### src/bbo_pkg.sv
// branch and bit-ops unit: shared constants and types
package bbo_pkg;

  // =====================================================
  // status flag positions
  localparam logic [2:0] FLG_C = 3'h0;
  localparam logic [2:0] FLG_Z = 3'h1;
  localparam logic [2:0] FLG_N = 3'h2;
  localparam logic [2:0] FLG_V = 3'h3;
  localparam logic [2:0] FLG_S = 3'h4;
  localparam logic [2:0] FLG_H = 3'h5;
  localparam logic [2:0] FLG_T = 3'h6;
  localparam logic [2:0] FLG_I = 3'h7;

  // =====================================================
  // reset values and constants
  localparam logic [15:0] PC_RST = 16'h0000;
  localparam logic [15:0] PC_STEP = 16'h0001;
  localparam logic [7:0] BYTE_RST = 8'h00;
  localparam logic [4:0] IO_ADDR_RST = 5'h00;

  // =====================================================
  // timing in core cycles
  localparam int CYC_SINGLE = 1;
  localparam int CYC_BR_TAKEN = 2;
  localparam int CYC_IO = 2;

  // =====================================================
  // operations
  typedef enum logic [5:0] {
    OP_NOP,
    OP_BR_EQUAL, OP_BR_NOT_EQUAL,
    OP_BR_CARRY_ONE, OP_BR_CARRY_ZERO,
    OP_BR_UNSIGNED_GE, OP_BR_UNSIGNED_LT,
    OP_BR_NEGATIVE, OP_BR_NONNEGATIVE,
    OP_BR_SIGNED_GE, OP_BR_SIGNED_LT,
    OP_BR_HALFCARRY_ONE, OP_BR_HALFCARRY_ZERO,
    OP_BR_TRANSFER_ONE, OP_BR_TRANSFER_ZERO,
    OP_BR_OVERFLOW_ONE, OP_BR_OVERFLOW_ZERO,
    OP_BR_IRQ_ON, OP_BR_IRQ_OFF,
    OP_BR_FLAG_ONE, OP_BR_FLAG_ZERO,
    OP_IO_BIT_SET, OP_IO_BIT_CLEAR,
    OP_LOGICAL_LEFT_SHIFT, OP_LOGICAL_RIGHT_SHIFT,
    OP_ROTATE_LEFT_CARRY, OP_ROTATE_RIGHT_CARRY,
    OP_ARITH_RIGHT_SHIFT, OP_NIBBLE_SWAP,
    OP_FLAG_SET_GENERIC, OP_FLAG_CLEAR_GENERIC,
    OP_BIT_TO_TRANSFER, OP_TRANSFER_TO_BIT,
    OP_IRQ_ENABLE, OP_IRQ_DISABLE,
    OP_SIGNED_FLAG_SET, OP_SIGNED_FLAG_CLEAR,
    OP_OVERFLOW_SET, OP_OVERFLOW_CLEAR,
    OP_CARRY_SET, OP_CARRY_CLEAR,
    OP_NEGATIVE_SET, OP_NEGATIVE_CLEAR,
    OP_ZERO_SET, OP_ZERO_CLEAR,
    OP_TRANSFER_SET, OP_TRANSFER_CLEAR,
    OP_HALFCARRY_SET, OP_HALFCARRY_CLEAR
  } bbo_op_t;

  typedef enum logic [1:0] {
    ST_IDLE = 2'b01,
    ST_HOLD = 2'b10
  } bbo_state_t;

endpackage

### src/bbo_unit.sv
// branch, bit and shift execution unit of an 8-bit core
module bbo_unit (
  // clock and reset
  input wire logic i_clk,
  input wire logic i_rst_n,
  // request from the sequencer
  input wire logic i_start,
  input wire bbo_pkg::bbo_op_t i_op,
  input wire logic [15:0] i_pc,
  input wire logic [6:0] i_offset,
  input wire logic [2:0] i_bit,
  input wire logic [7:0] i_status_flags_register,
  input wire logic [7:0] i_reg_val,
  input wire logic [4:0] i_io_addr,
  input wire logic [7:0] i_io_val,
  // handshake
  output logic o_busy,
  output logic o_done,
  // program counter
  output logic [15:0] o_pc,
  output logic o_pc_load,
  // status flags
  output logic [7:0] o_status_flags_register,
  output logic o_status_flags_register_we,
  // working register
  output logic [7:0] o_reg_val,
  output logic o_reg_we,
  // i/o space
  output logic [4:0] o_io_addr,
  output logic [7:0] o_io_val,
  output logic o_io_we
);
  import bbo_pkg::*;

  // =====================================================
  // decode functions
  // {is_branch, signed_test, polarity, flag index}
  function automatic logic [5:0] br_dec(input bbo_op_t op,
                                        input logic [2:0] b);
    case (op)
      OP_BR_EQUAL: br_dec = {3'b101, FLG_Z};
      OP_BR_NOT_EQUAL: br_dec = {3'b100, FLG_Z};
      OP_BR_CARRY_ONE: br_dec = {3'b101, FLG_C};
      OP_BR_UNSIGNED_LT: br_dec = {3'b101, FLG_C};
      OP_BR_CARRY_ZERO: br_dec = {3'b100, FLG_C};
      OP_BR_UNSIGNED_GE: br_dec = {3'b100, FLG_C};
      OP_BR_NEGATIVE: br_dec = {3'b101, FLG_N};
      OP_BR_NONNEGATIVE: br_dec = {3'b100, FLG_N};
      OP_BR_SIGNED_GE: br_dec = {3'b110, FLG_N};
      OP_BR_SIGNED_LT: br_dec = {3'b111, FLG_N};
      OP_BR_HALFCARRY_ONE: br_dec = {3'b101, FLG_H};
      OP_BR_HALFCARRY_ZERO: br_dec = {3'b100, FLG_H};
      OP_BR_TRANSFER_ONE: br_dec = {3'b101, FLG_T};
      OP_BR_TRANSFER_ZERO: br_dec = {3'b100, FLG_T};
      OP_BR_OVERFLOW_ONE: br_dec = {3'b101, FLG_V};
      OP_BR_OVERFLOW_ZERO: br_dec = {3'b100, FLG_V};
      OP_BR_IRQ_ON: br_dec = {3'b101, FLG_I};
      OP_BR_IRQ_OFF: br_dec = {3'b100, FLG_I};
      OP_BR_FLAG_ONE: br_dec = {3'b101, b};
      OP_BR_FLAG_ZERO: br_dec = {3'b100, b};
      default: br_dec = 6'h00;
    endcase
  endfunction

  // {is_flag_op, new value, flag index}
  function automatic logic [4:0] fl_dec(input bbo_op_t op,
                                        input logic [2:0] b);
    case (op)
      OP_FLAG_SET_GENERIC: fl_dec = {2'b11, b};
      OP_FLAG_CLEAR_GENERIC: fl_dec = {2'b10, b};
      OP_IRQ_ENABLE: fl_dec = {2'b11, FLG_I};
      OP_IRQ_DISABLE: fl_dec = {2'b10, FLG_I};
      OP_SIGNED_FLAG_SET: fl_dec = {2'b11, FLG_S};
      OP_SIGNED_FLAG_CLEAR: fl_dec = {2'b10, FLG_S};
      OP_OVERFLOW_SET: fl_dec = {2'b11, FLG_V};
      OP_OVERFLOW_CLEAR: fl_dec = {2'b10, FLG_V};
      OP_CARRY_SET: fl_dec = {2'b11, FLG_C};
      OP_CARRY_CLEAR: fl_dec = {2'b10, FLG_C};
      OP_NEGATIVE_SET: fl_dec = {2'b11, FLG_N};
      OP_NEGATIVE_CLEAR: fl_dec = {2'b10, FLG_N};
      OP_ZERO_SET: fl_dec = {2'b11, FLG_Z};
      OP_ZERO_CLEAR: fl_dec = {2'b10, FLG_Z};
      OP_TRANSFER_SET: fl_dec = {2'b11, FLG_T};
      OP_TRANSFER_CLEAR: fl_dec = {2'b10, FLG_T};
      OP_HALFCARRY_SET: fl_dec = {2'b11, FLG_H};
      OP_HALFCARRY_CLEAR: fl_dec = {2'b10, FLG_H};
      default: fl_dec = 5'h00;
    endcase
  endfunction

  // {reg write, flag update, carry out, result}
  function automatic logic [10:0] sh_dec(input bbo_op_t op,
                                         input logic [7:0] v,
                                         input logic c,
                                         input logic t,
                                         input logic [2:0] b);
    logic [7:0] ins;
    ins = v;
    ins[b] = t;
    case (op)
      OP_LOGICAL_LEFT_SHIFT: sh_dec = {2'b11, v[7], v[6:0], 1'b0};
      OP_LOGICAL_RIGHT_SHIFT: sh_dec = {2'b11, v[0], 1'b0, v[7:1]};
      OP_ROTATE_LEFT_CARRY: sh_dec = {2'b11, v[7], v[6:0], c};
      OP_ROTATE_RIGHT_CARRY: sh_dec = {2'b11, v[0], c, v[7:1]};
      OP_ARITH_RIGHT_SHIFT: sh_dec = {2'b11, v[0], v[7], v[7:1]};
      OP_NIBBLE_SWAP: sh_dec = {3'b100, v[3:0], v[7:4]};
      OP_TRANSFER_TO_BIT: sh_dec = {3'b100, ins};
      default: sh_dec = 11'h000;
    endcase
  endfunction

  // =====================================================
  // decode and datapath
  bbo_state_t state_q, state_d;
  logic [5:0] br_w;
  logic [4:0] fl_w;
  logic [10:0] sh_w;
  logic accept, is_br, br_hit, is_io, is_bst, two_cyc;
  logic [15:0] target;
  logic [7:0] sh_res, io_new, status_flags_register_new;
  logic sh_c, sh_n;

  assign accept = i_start && (state_q == ST_IDLE);
  assign br_w = br_dec(i_op, i_bit);
  assign fl_w = fl_dec(i_op, i_bit);
  assign sh_w = sh_dec(i_op, i_reg_val, i_status_flags_register[FLG_C], i_status_flags_register[FLG_T],
                       i_bit);
  assign is_br = br_w[5];
  // signed tests compare N xor V against the polarity
  assign br_hit = br_w[4] ?
    ((i_status_flags_register[FLG_N] ^ i_status_flags_register[FLG_V]) == br_w[3]) :
    (i_status_flags_register[br_w[2:0]] == br_w[3]);
  assign target = 16'(i_pc + {{9{i_offset[6]}}, i_offset} + PC_STEP);
  assign is_io = (i_op == OP_IO_BIT_SET) || (i_op == OP_IO_BIT_CLEAR);
  assign is_bst = (i_op == OP_BIT_TO_TRANSFER);
  assign two_cyc = (is_br && br_hit) || is_io;
  assign sh_res = sh_w[7:0];
  assign sh_c = sh_w[8];
  assign sh_n = sh_res[7];

  always_comb begin
    io_new = i_io_val;
    io_new[i_bit] = (i_op == OP_IO_BIT_SET);
  end

  always_comb begin
    status_flags_register_new = i_status_flags_register;
    if (sh_w[9]) begin
      status_flags_register_new[FLG_Z] = (sh_res == BYTE_RST);
      status_flags_register_new[FLG_C] = sh_c;
      status_flags_register_new[FLG_N] = sh_n;
      status_flags_register_new[FLG_V] = sh_n ^ sh_c;
    end
    if (fl_w[4]) begin
      status_flags_register_new[fl_w[2:0]] = fl_w[3];
    end
    if (is_bst) begin
      status_flags_register_new[FLG_T] = i_reg_val[i_bit];
    end
  end

  // =====================================================
  // control state
  always_comb begin
    case (state_q)
      ST_IDLE: state_d = (accept && two_cyc) ? ST_HOLD : ST_IDLE;
      ST_HOLD: state_d = ST_IDLE;
      default: state_d = ST_IDLE;
    endcase
  end

  logic pend_pc_q, pend_io_q, hold;
  assign hold = (state_q == ST_HOLD);

  always_ff @(posedge i_clk or negedge i_rst_n) begin
    if (!i_rst_n) begin
      state_q <= ST_IDLE;
      pend_pc_q <= 1'b0;
      pend_io_q <= 1'b0;
      o_busy <= 1'b0;
      o_done <= 1'b0;
      o_pc_load <= 1'b0;
      o_status_flags_register_we <= 1'b0;
      o_reg_we <= 1'b0;
      o_io_we <= 1'b0;
    end else begin
      state_q <= state_d;
      pend_pc_q <= accept && is_br && br_hit;
      pend_io_q <= accept && is_io;
      o_busy <= accept && two_cyc;
      o_done <= (accept && !two_cyc) || hold;
      o_pc_load <= hold && pend_pc_q;
      o_io_we <= hold && pend_io_q;
      o_status_flags_register_we <= accept && (sh_w[9] || fl_w[4] || is_bst);
      o_reg_we <= accept && sh_w[10];
    end
  end

  // data outputs are loaded at acceptance and stand until the next
  always_ff @(posedge i_clk or negedge i_rst_n) begin
    if (!i_rst_n) begin
      o_pc <= PC_RST;
      o_status_flags_register <= BYTE_RST;
      o_reg_val <= BYTE_RST;
      o_io_addr <= IO_ADDR_RST;
      o_io_val <= BYTE_RST;
    end else if (accept) begin
      o_pc <= target;
      o_status_flags_register <= status_flags_register_new;
      o_reg_val <= sh_res;
      o_io_addr <= i_io_addr;
      o_io_val <= io_new;
    end
  end
endmodule // bbo_unit

### config.mk
export PLATFORM = sky130hd
export DESIGN_NAME = bbo_unit
export DESIGN_NICKNAME = d
export VERILOG_FILES = /design/src/bbo_pkg.sv /design/src/bbo_unit.sv
export SDC_FILE = /design/constraint.sdc
export NUM_CORES = 1
export LEC_CHECK = 0
export BUFFER_PORTS_ARGS = -buffer_cell sky130_fd_sc_hd__buf_2
export CORE_MARGIN = 4
export CORE_UTILIZATION = 50
export CTS_BUF_LIST = sky130_fd_sc_hd__clkbuf_8
export DETAILED_ROUTE_END_ITERATION = 12
export PLACE_DENSITY = 0.8
export SYNTH_ARGS = -nofsm -noshare
export SYNTH_HDL_FRONTEND = slang
export SYNTH_SLANG_ARGS = --single-unit
### constraint.sdc
create_clock -name i_clk -period 2.4 [get_ports i_clk]
set_clock_uncertainty 0.2 [all_clocks]
set_input_delay 0.48 -clock i_clk [delete_from_list [all_inputs] [get_ports i_clk]]
set_output_delay 0.48 -clock i_clk [all_outputs]
set_load 0.05 [all_outputs]
==> out/metrics.yaml, run 1 <==
irDropWorstVdd_uv: 433
synth-seq-area-share_pct: 34.4
worst_slack_ps: -415
switching_share_pct: 43.9
cts_buffer_depth: 2
power.total_mw: 3.29
nets: 771
status: "complete, but fails checks"
dieArea_sq_um: 9510
grt_pass1_wl_um: 21300
ys_ff_latch: 55
cts_tree: "done"
io_pins: 115
synth_area_sq_um: 4010
yosys_warnings: 0
gp_congestion: 0.919
dp_slack_ps: -834
clk_pin_slew_ps: 100
cts_sinks: 55
slew-limit-headroom_pct: 55.5
die_y_um: 97.5
first_pass_iters: 5
die_x_um: 97.5
internal-power_mw: 1.85
violations: "negative setup slack"
maxCapViolations: 0
viasPerCell: 5.56
synth-async-reset-ratio_pct: 100
setup_viol: 11
seq_power_share_pct: 35.0
gr-total-overflow: 0
worstSetupEndpointType: "flip-flop"
report.final.slew_viol_count: 0
syn_avg_cell_area_sq_um: 8.56
setup-tns-final_ps: -1230
yosysTopAreaCellShare_pct: 33.7
cp_max_fo: 2
cp.arrival_ps: 2810
synth_nets: 548
post-route-drc-count: 0
pwr-share-comb_pct: 49.3
hold_viol: 0
rrSetupSlack_ps: 460
cts_made_buffers: 5
critPathKind: "input pin to flip-flop"
min_period_ps: 2810
routed_wl_um: 13100
start_util_pct: 51.6
tightest_slew_ps: 667
clkPwrFrac_pct: 15.7
fmax_mhz: 355
grt_start_max_net_pins: 30
cts_root_buffer: "clkbuf_8"
place_area_sq_um: 5550
dp.cells: 765
n_fill_cell: 546
syn2layout_area_growth_pct: 51.5
grt_pass1_vias: 4493
hold_path_class: "input pin to flip-flop"
rsz0062_at_grt: "yes"
rows: 32
worstSetupStartpoint: "i_pc[0]"
dp_hpwl_um: 9930
syn_inst: 468
stdcell_count: 794
num_antenna_cells: 0
wl_per_cell_um: 16.5
yosysTopAreaCell: "dfrtp_1"
r2r-start: "state_q[0]$_DFF_PN1_"
synth_top_flop_cell: "dfrtp_1"
hold_start: "i_io_addr[1]"
final_core_util_pct: 78.1
antenna_found_initial: 0
p_leak_nw: 3.07
hold_ws_ps: 160
drive_above_1_share_pct: 47.3
critPathLaunchType: "input pin"
synth_area_leaders: "dfrtp_1 34%, mux2i_1 7.7%, nand2_1 7.1%, o21ai_0 5.1%, ha_1 4.7%"
clock_latency_ps: 310
drtIter0Drc: 252
cts.htree.levels: 2
ant_nets: 0
synth.distinct_cells: 65
switchingPower_mw: 1.45
core-area_sq_um: 7770
grt_use_total_pct: 27.0
powerDensity_nw_per_um2: 542
portBuffers: 114
synth_edf_count: 0
design_area_sq_um: 6070
vias: 4413
fin_crit_sh_pct: 117
critPathRequiredTime_ps: 2400
cells in the mapped netlist, types with 2 or more instances:
cell / count
a221oi_1: 2
a21oi_1: 19
ha_1: 15
nand2b_1: 7
xor2_1: 8
nand3b_1: 4
and3_1: 5
or3b_2: 2
nor3_1: 14
xnor2_1: 11
a21o_1: 4
clkbuf_1: 17
and2_1: 2
or3_1: 3
a32o_1: 2
o2111ai_1: 2
or4_1: 3
mux2_2: 12
o31ai_1: 3
a31oi_1: 5
dfrtp_1: 54
o211ai_1: 6
o22ai_1: 3
mux2i_1: 31
buf_4: 2
nand3_1: 9
nor2_1: 27
o32ai_1: 2
nor3b_1: 5
nor2b_1: 4
buf_6: 2
o21bai_1: 3
or2_2: 3
and3b_1: 2
o21ai_0: 41
inv_1: 15
a22oi_1: 8
o21ai_1: 5
buf_2: 5
nand2_1: 76
layer usage:
layer | global-route usage [%] | wire length (um) | part of all wire (%)
met1 | 33.7 | 5190 | 40
met5 | 0 | 0 | 0
met3 | 4.95 | 951 | 7.2
met4 | 8.31 | 313 | 2.4
met2 | 47.2 | 6680 | 51
worst max-delay path: stages:
cell and delay [ps]:
buf_8 110, inv_12 40, ha_4 120, inv_2 30
fa_2 330, a21o_1 170, a21oi_2 160, o21ai_2 80
o41ai_2 260, o21ai_1 130, or4_1 410, a31oi_1 210
xor2_1 190, o21ai_1 80
layout make-up:
cell class	count	area, sq um	share of cell area, %
Timing Repair Buffer	243	1650	27.2
Multi-Input combinational cell	370	2740	45.2
Clock buffer	5	68.8	1.13
Tap cell	102	128	2.10
Sequential cell	55	1380	22.7
Inverter	16	77.6	1.28
Clock inverter	3	23.8	0.392
state kept, by name (all words and copies together), names as in the netlist, 2 cells and up:
name and cells:
o_io_addr 5, o_status_flags_register 8, o_reg_val 8, o_io_val 8, o_pc 16, state_q 2
logic make-up after synthesis:
group	after synthesis	share of synthesized area [%]
xor gates and xnor gates	19	4.15
muxes	44	11.5
DFF	55	34.4
buffers and inverters	43	4.75
and+or+nand+nor	170	20.3
AOI/OAI and AO/OA	121	19.7
adders and majority gates	16	5.19
power by group through the flow:
stage                     sequential (mW)  combinational [mW]  clock [mW]
after floorplan                      1.66               0.492           0
after detailed placement             1.17                1.52           0
final                                1.15                1.62       0.516
after global placement               1.16                1.49           0
after CTS                            1.15                1.57       0.527
after global routing                 1.17                1.74       0.568
what timing repair did:
action                     CTS  global route
gates resized for setup     44            31
hold buffers                 1             0
setup endpoints to repair   14            21
pin swaps                   27            31
hold endpoints to repair    23             0
setup buffers               17             6
final timing paths:
| kind | to | depth (start not counted) |
|---|---|---|
| max | o_pc[14]$_DFFE_PN0P_ | 14 |
| min | o_io_addr[1]$_DFFE_PN0P_ | 3 |
| max reg2reg | o_pc[8]$_DFFE_PN0P_ | 4 |
| min reg2reg | o_pc[13]$_DFFE_PN0P_ | 2 |
| max in group asynchronous | o_status_flags_register[0]$_DFFE_PN0P_ | 3 |
| min in group asynchronous | o_reg_val[5]$_DFFE_PN0P_ | 2 |
cells in the final DEF, fill, tap and decap left out, drive strengths merged, types with 3 or more instances in the layout:
cell    synthesis  layout
buf            10     242
o22ai           3       3
or3             3       3
nand2b          7       7
o21bai          3       3
inv            16      17
clkbuf         17       5
xor2            8       8
nand3           9       9
nand3b          4       4
mux2i          32      32
ha             15      15
mux2           12      12
nor3           14      14
xnor2          11      11
a21o            4       4
a31oi           5       5
o211ai          6       6
or4             3       3
nor2b           4       4
o21ai          46      46
or2             3       3
a22oi           8       8
nand2          76      76
dfrtp          54      54
a21oi          19      19
nor3b           5       5
o31ai           3       3
and3            6       6
nor2           27      27
Note: power is estimated with default switching activity, not from simulation.
==> run 2: changes to the inputs <==
- PLACE_DENSITY: 0.8 -> 0.85
==> out/metrics.yaml, run 2 (synthesis results as in run 1) <==
switching_share_pct: 44.5  # +0.60 points
hold_path_class: "input pin to async pin"
fmax_mhz: 339  # -4.7%
n_fill_cell: 513  # -6.0%
clkPwrFrac_pct: 17.0  # +1.3 points
hold_viol: 0  # unchanged
nets: 781  # +1.3%
cp_max_fo: 2  # unchanged
drive_above_1_share_pct: 47.4  # +0.18 points
routed_wl_um: 13800  # +5.2%
final_cell_mix: "126 x buf_4, 108 x buf_2, 74 x nand2_1, 54 x dfrtp_1, 32 x o21ai_0"
cp_num_buf_inv: 3  # unchanged
stdcell_count: 804  # +1.3%
io_pins: 115  # unchanged
worst_slack_ps: -554  # -139 ps
final_common_cell: "buf_4"
fin_crit_sh_pct: 123  # +5.8 points
portBuffers: 114  # unchanged
rsz0062_at_grt: "yes"
largest_reg_flops: 16  # unchanged
antenna_found_initial: 0  # unchanged
dieArea_sq_um: 9510  # unchanged
status: "complete, but fails checks"
cts_buffer_depth: 2  # unchanged
cts_sinks: 55  # unchanged
cts.htree.levels: 2  # unchanged
worstSetupEndpointType: "flip-flop"
seq_power_share_pct: 34.3  # -0.7 points
dp.cells: 767  # +0.26%
clock_latency_ps: 320  # about the same
num_antenna_cells: 0  # unchanged
start_util_pct: 51.6  # unchanged
dp_hpwl_um: 10200  # +3.1%
irDropWorstVdd_uv: 477  # +10%
dp_slack_ps: -920  # -86.3 ps
ctsHoldBuffers: 0  # -1
switchingPower_mw: 1.50  # +3.9%
powerDensity_nw_per_um2: 551  # +1.6%
vias: 4558  # +3.3%
cp.arrival_ps: 2970  # +160 ps
grt_pass1_vias: 4486  # -0.16%
critPathLaunchType: "input pin"
maxCapViolations: 0  # unchanged
ant_nets: 0  # unchanged
cp_slowest_cell: "or4_1"
violations: "negative setup slack"
p_leak_nw: 3.11  # +1.4%
clk_pin_slew_ps: 110  # about the same
final_core_util_pct: 78.8  # +0.69 points
grt_use_total_pct: 28.0  # +0.96 points
gr-total-overflow: 0  # unchanged
slew-limit-headroom_pct: 54.6  # -0.92 points
die_y_um: 97.5  # unchanged
critical-path-top-delay-family: "compound AO/OA/AOI/OAI gates"
core-area_sq_um: 7770  # unchanged
path_common_cell: "o21ai_1"
viasPerCell: 5.67  # +2.0%
critPathKind: "input pin to flip-flop"
critPathRequiredTime_ps: 2420  # +20 ps
internal-power_mw: 1.87  # +1.4%
seq_area_sq_um: 1380  # unchanged
first_pass_iters: 5  # unchanged
syn2layout_area_growth_pct: 52.9
hold_ws_ps: 54.1  # -106 ps
rows: 32  # unchanged
tightest_slew_ps: 681  # +13.9 ps
report.final.slew_viol_count: 0  # unchanged
multi_input_area_sq_um: 2700  # -1.8%
wl_per_cell_um: 17.2  # +3.9%
grt_start_max_net_pins: 76  # +150%
min_period_ps: 2950  # +139 ps
gp_congestion: 0.960  # +4.5%
cts_made_buffers: 5  # unchanged
grt_pass1_wl_um: 22000  # +3.0%
setup_viol: 10  # -1
drtIter0Drc: 254  # +0.79%
slowest_delay_ps: 420  # about the same
pwr-share-comb_pct: 48.8  # -0.5 points
top_register: "o_pc"
cts_tree: "done"
post-route-drc-count: 0  # unchanged
cts_root_buffer: "clkbuf_8"
die_x_um: 97.5  # unchanged
crit_chain: "buf_12 > inv_12 > ha_4 > inv_2 > fa_2 > a21o_1 > a21oi_2 > o21ai_2 > o41ai_2 > o21ai_1 > or4_1 > a31oi_1 > xor2_1 > o21ai_1"
[run 2: cell type report]
class	count	share of cell area, %
clock buffers	5	1.12
inverters	16	1.27
repair buffers	253	28.5
well taps	102	2.08
flip-flops and latches	55	22.5
clock inverters	3	0.552
multi-input cells	370	44.0
[run 2: metal layers]
metal | global-route usage, % | part of all wire, %
met1 | 34.0 | 39
met2 | 49.5 | 51
met3 | 5.24 | 7.8
met4 | 9.27 | 2.7
met5 | 0 | 0
[run 2: final timing paths]
path,from,cells past startpoint,end,slack (ps)
setup / recovery,i_pc[0],14,o_pc[14]$_DFFE_PN0P_,-550
hold / removal,i_rst_n,2,o_reg_val[6]$_DFFE_PN0P_,50
setup reg to reg,state_q[0]$_DFF_PN1_,2,o_reg_val[2]$_DFFE_PN0P_,690
hold reg to reg,o_io_addr[3]$_DFFE_PN0P_,2,o_io_addr[3]$_DFFE_PN0P_,280
max in group asynchronous,i_rst_n,2,o_io_val[7]$_DFFE_PN0P_,1480
min in group i_clk,i_io_addr[0],3,o_io_addr[0]$_DFFE_PN0P_,130
[run 2: power groups by stage]
stage / clock, mW / combinational [mW] / sequential [mW]
4_1_cts: 0.572 / 1.58 / 1.15
2_1_floorplan: 0 / 0.492 / 1.66
6_report: 0.572 / 1.65 / 1.16
3_5_place_dp: 0 / 1.52 / 1.17
5_1_grt: 0.615 / 1.75 / 1.17
3_3_place_gp: 0 / 1.48 / 1.16
[run 2: worst reg2reg max path: stages (launching register included)]
cell     delay, ps
dfstp_2        560
and3_1         440
mux2_2         400
[run 2: repair_timing]
| item | in CTS | in global routing |
|---|---|---|
| resized for setup | 32 | 35 |
| gates cloned | 0 | 0 |
| setup buffers | 23 | 9 |
| pin swaps | 16 | 24 |
| endpoints found under the setup margin | 16 | 20 |
| endpoints found under the hold margin | 0 | 0 |
[run 2: through the flow]
step / area (sq um) / setup TNS (ps) / total power [mW]
detailed placement: 5550 / -9860 / 2.69
finish: 6120 / -1660 / 3.37
global placement: 5550 / -8770 / 2.64
global route: 6120 / -3010 / 3.54
CTS: 5920 / -1030 / 3.31
floorplan: 4140 / -1980 / 2.16
==> run 3: changes to the inputs <==
- CELL_PAD_IN_SITES_DETAIL_PLACEMENT: not set -> 1
- CELL_PAD_IN_SITES_GLOBAL_PLACEMENT: not set -> 1
- CORE_UTILIZATION: 50 -> 40
- PLACE_DENSITY: 0.85 -> 0.91
- SKIP_LAST_GASP: not set -> 1
==> out/metrics.yaml, run 3 (synthesis results as in run 1) <==
status: "complete, but fails checks"
violations: "negative setup slack"
rrSetupSlack_ps: 540  # -150 ps
hold_path_class: "input pin to flip-flop"
worstSetupEndpointType: "flip-flop"
met3_usage_pct: 5.85  # +0.61 points
core-area_sq_um: 9770  # +26%
rows: 36  # +13%
cp-endpoint: "o_pc[14]$_DFFE_PN0P_"
grt_start_max_net_pins: 76  # unchanged
report.final.slew_viol_count: 0  # unchanged
final_common_cell: "buf_4"
syn2layout_area_growth_pct: 49.8
grt_pass1_wl_um: 26200  # +19%
cp.arrival_ps: 2870  # -100 ps
antenna_found_initial: 0  # unchanged
fmax_mhz: 350  # +3.4%
io_pins: 115  # unchanged
gp_congestion: 0.928  # -3.3%
clk_pin_slew_ps: 110  # about the same
dp_hpwl_um: 12600  # +23%
critPathLaunchType: "input pin"
fin_crit_sh_pct: 119  # -4.1 points
first_pass_iters: 4  # -1
vias: 4563  # +0.11%
worstSetupStartpoint: "i_pc[0]"
gr-total-overflow: 0  # unchanged
largest_reg_flops: 16  # unchanged
irDropWorstVdd_uv: 362  # -24%
wl_per_cell_um: 20.7  # +21%
cts_buffer_depth: 2  # unchanged
post-route-drc-count: 0  # unchanged
p_leak_nw: 3.00  # -3.6%
r2r-start: "state_q[0]$_DFF_PN1_"
cts_root_buffer: "clkbuf_8"
nets: 762  # -2.4%
worst_slack_ps: -456  # +97.6 ps
dieArea_sq_um: 11700  # +23%
powerDensity_nw_per_um2: 562  # +1.9%
met2_usage_pct: 54.3  # +4.8 points
cts_sinks: 55  # unchanged
die_x_um: 108  # +11%
grt_use_met1_pct: 31.2  # -2.8 points
top_register: "o_pc"
grt_use_total_pct: 28.8  # +0.82 points
drtIter0Drc: 262  # +3.1%
critPathRequiredTime_ps: 2420  # about the same
slew-limit-headroom_pct: 55.5  # +0.89 points
power.total_mw: 3.37  # -0.12%
start_util_pct: 41.0  # -11 points
portBuffers: 114  # unchanged
critPathKind: "input pin to flip-flop"
timing.rr.end: "o_reg_val[0]$_DFFE_PN0P_"
cp_max_fo: 2  # unchanged
hold_viol: 0  # unchanged
final_cell_mix: "112 x buf_4, 107 x buf_2, 75 x nand2_1, 54 x dfrtp_1, 34 x o21ai_0"
r2r_cells: 2  # unchanged
viasPerCell: 5.59  # -1.5%
top_usage_layer: "met2"
routed_wl_um: 16900  # +23%
die_y_um: 108  # +11%
drive_above_1_share_pct: 45.5  # -1.9 points
final_core_util_pct: 61.4  # -17 points
cts_tree: "done"
min_period_ps: 2860  # -97.6 ps
clock_latency_ps: 330  # about the same
seq_area_sq_um: 1380  # unchanged
multi_input_area_sq_um: 2710  # +0.70%
tightest_slew_ps: 667  # -13.4 ps
rsz0062_at_grt: "yes"
ant_nets: 0  # unchanged
grt_pass1_vias: 5064  # +13%
cts_made_buffers: 5  # unchanged
maxCapViolations: 0  # unchanged
setup_viol: 10  # unchanged
n_fill_cell: 1197  # +130%
cts.htree.levels: 2  # unchanged
-- run 3: worst min-delay path by stage --
stage / start / slack (ps) / cells after the start / to
final: i_io_addr[0] / 140 / 3 / o_io_addr[0]$_DFFE_PN0P_
after global routing: i_io_addr[2] / 130 / 3 / o_io_addr[2]$_DFFE_PN0P_
after floorplan: i_rst_n / -20 / 0 / o_busy$_DFF_PN0_
after detailed placement: o_io_addr[4]$_DFFE_PN0P_ / 270 / 2 / o_io_addr[4]$_DFFE_PN0P_
after CTS: i_io_addr[0] / 130 / 3 / o_io_addr[0]$_DFFE_PN0P_
after global placement: o_io_addr[0]$_DFFE_PN0P_ / 250 / 2 / o_io_addr[0]$_DFFE_PN0P_
-- run 3: area by class of cell --
type	count	share of cell area [%]
multi-input combinational	370	45.2
tap	133	2.77
timing repair buffer	234	26.1
clock buffer	5	1.15
clock inverter	3	0.459
inverter	16	1.29
antenna	1	0.0417
sequential	55	23.0
-- run 3: power breakdown --
group          leakage, nW  internal [mW]  switching, mW
logic                 2.26          0.552           1.09
registers            0.697           1.07         0.0892
clock network       0.0463          0.215          0.348
total                 3.00           1.84           1.53
-- run 3: repair_timing --
action | in CTS | in global routing
endpoints found under the setup margin | 18 | 20
buffers inserted | 14 | 4
gates resized for setup | 38 | 19
hold buffers | 1 | 0
pin swaps | 20 | 14
hold endpoints to repair | 24 | 0
-- run 3: metal layers --
metal	part of all wire (%)	vias to the layer above
met3	5.8	48
met4	3.7	0
met1	37	2244
li1	-	2107
met2	54	164
met5	0	-
-- run 3: critical path, cell delays in order --
cell	delay [ps]
buf_8	110
inv_12	40
ha_4	120
inv_2	40
fa_2	340
a21o_1	170
a21oi_2	160
o21ai_2	80
o41ai_2	300
o21ai_1	130
or4_1	420
a31oi_1	220
xor2_1	170
o21ai_0	80
-- run 3: per-stage QoR --
step                setup slack [ps]  std cells  hold slack, ps  setup TNS [ps]  instance area, sq um
finish                          -456        817             137           -1280                  6000
global route                    -598        816             133           -2810                  6000
CTS                             -447        813             129           -1150                  5890
detailed placement              -946        791             267          -10350                  5540
global placement                -826        791             254           -7860                  5540
floorplan                       -597        468           -15.6           -1980                  4140
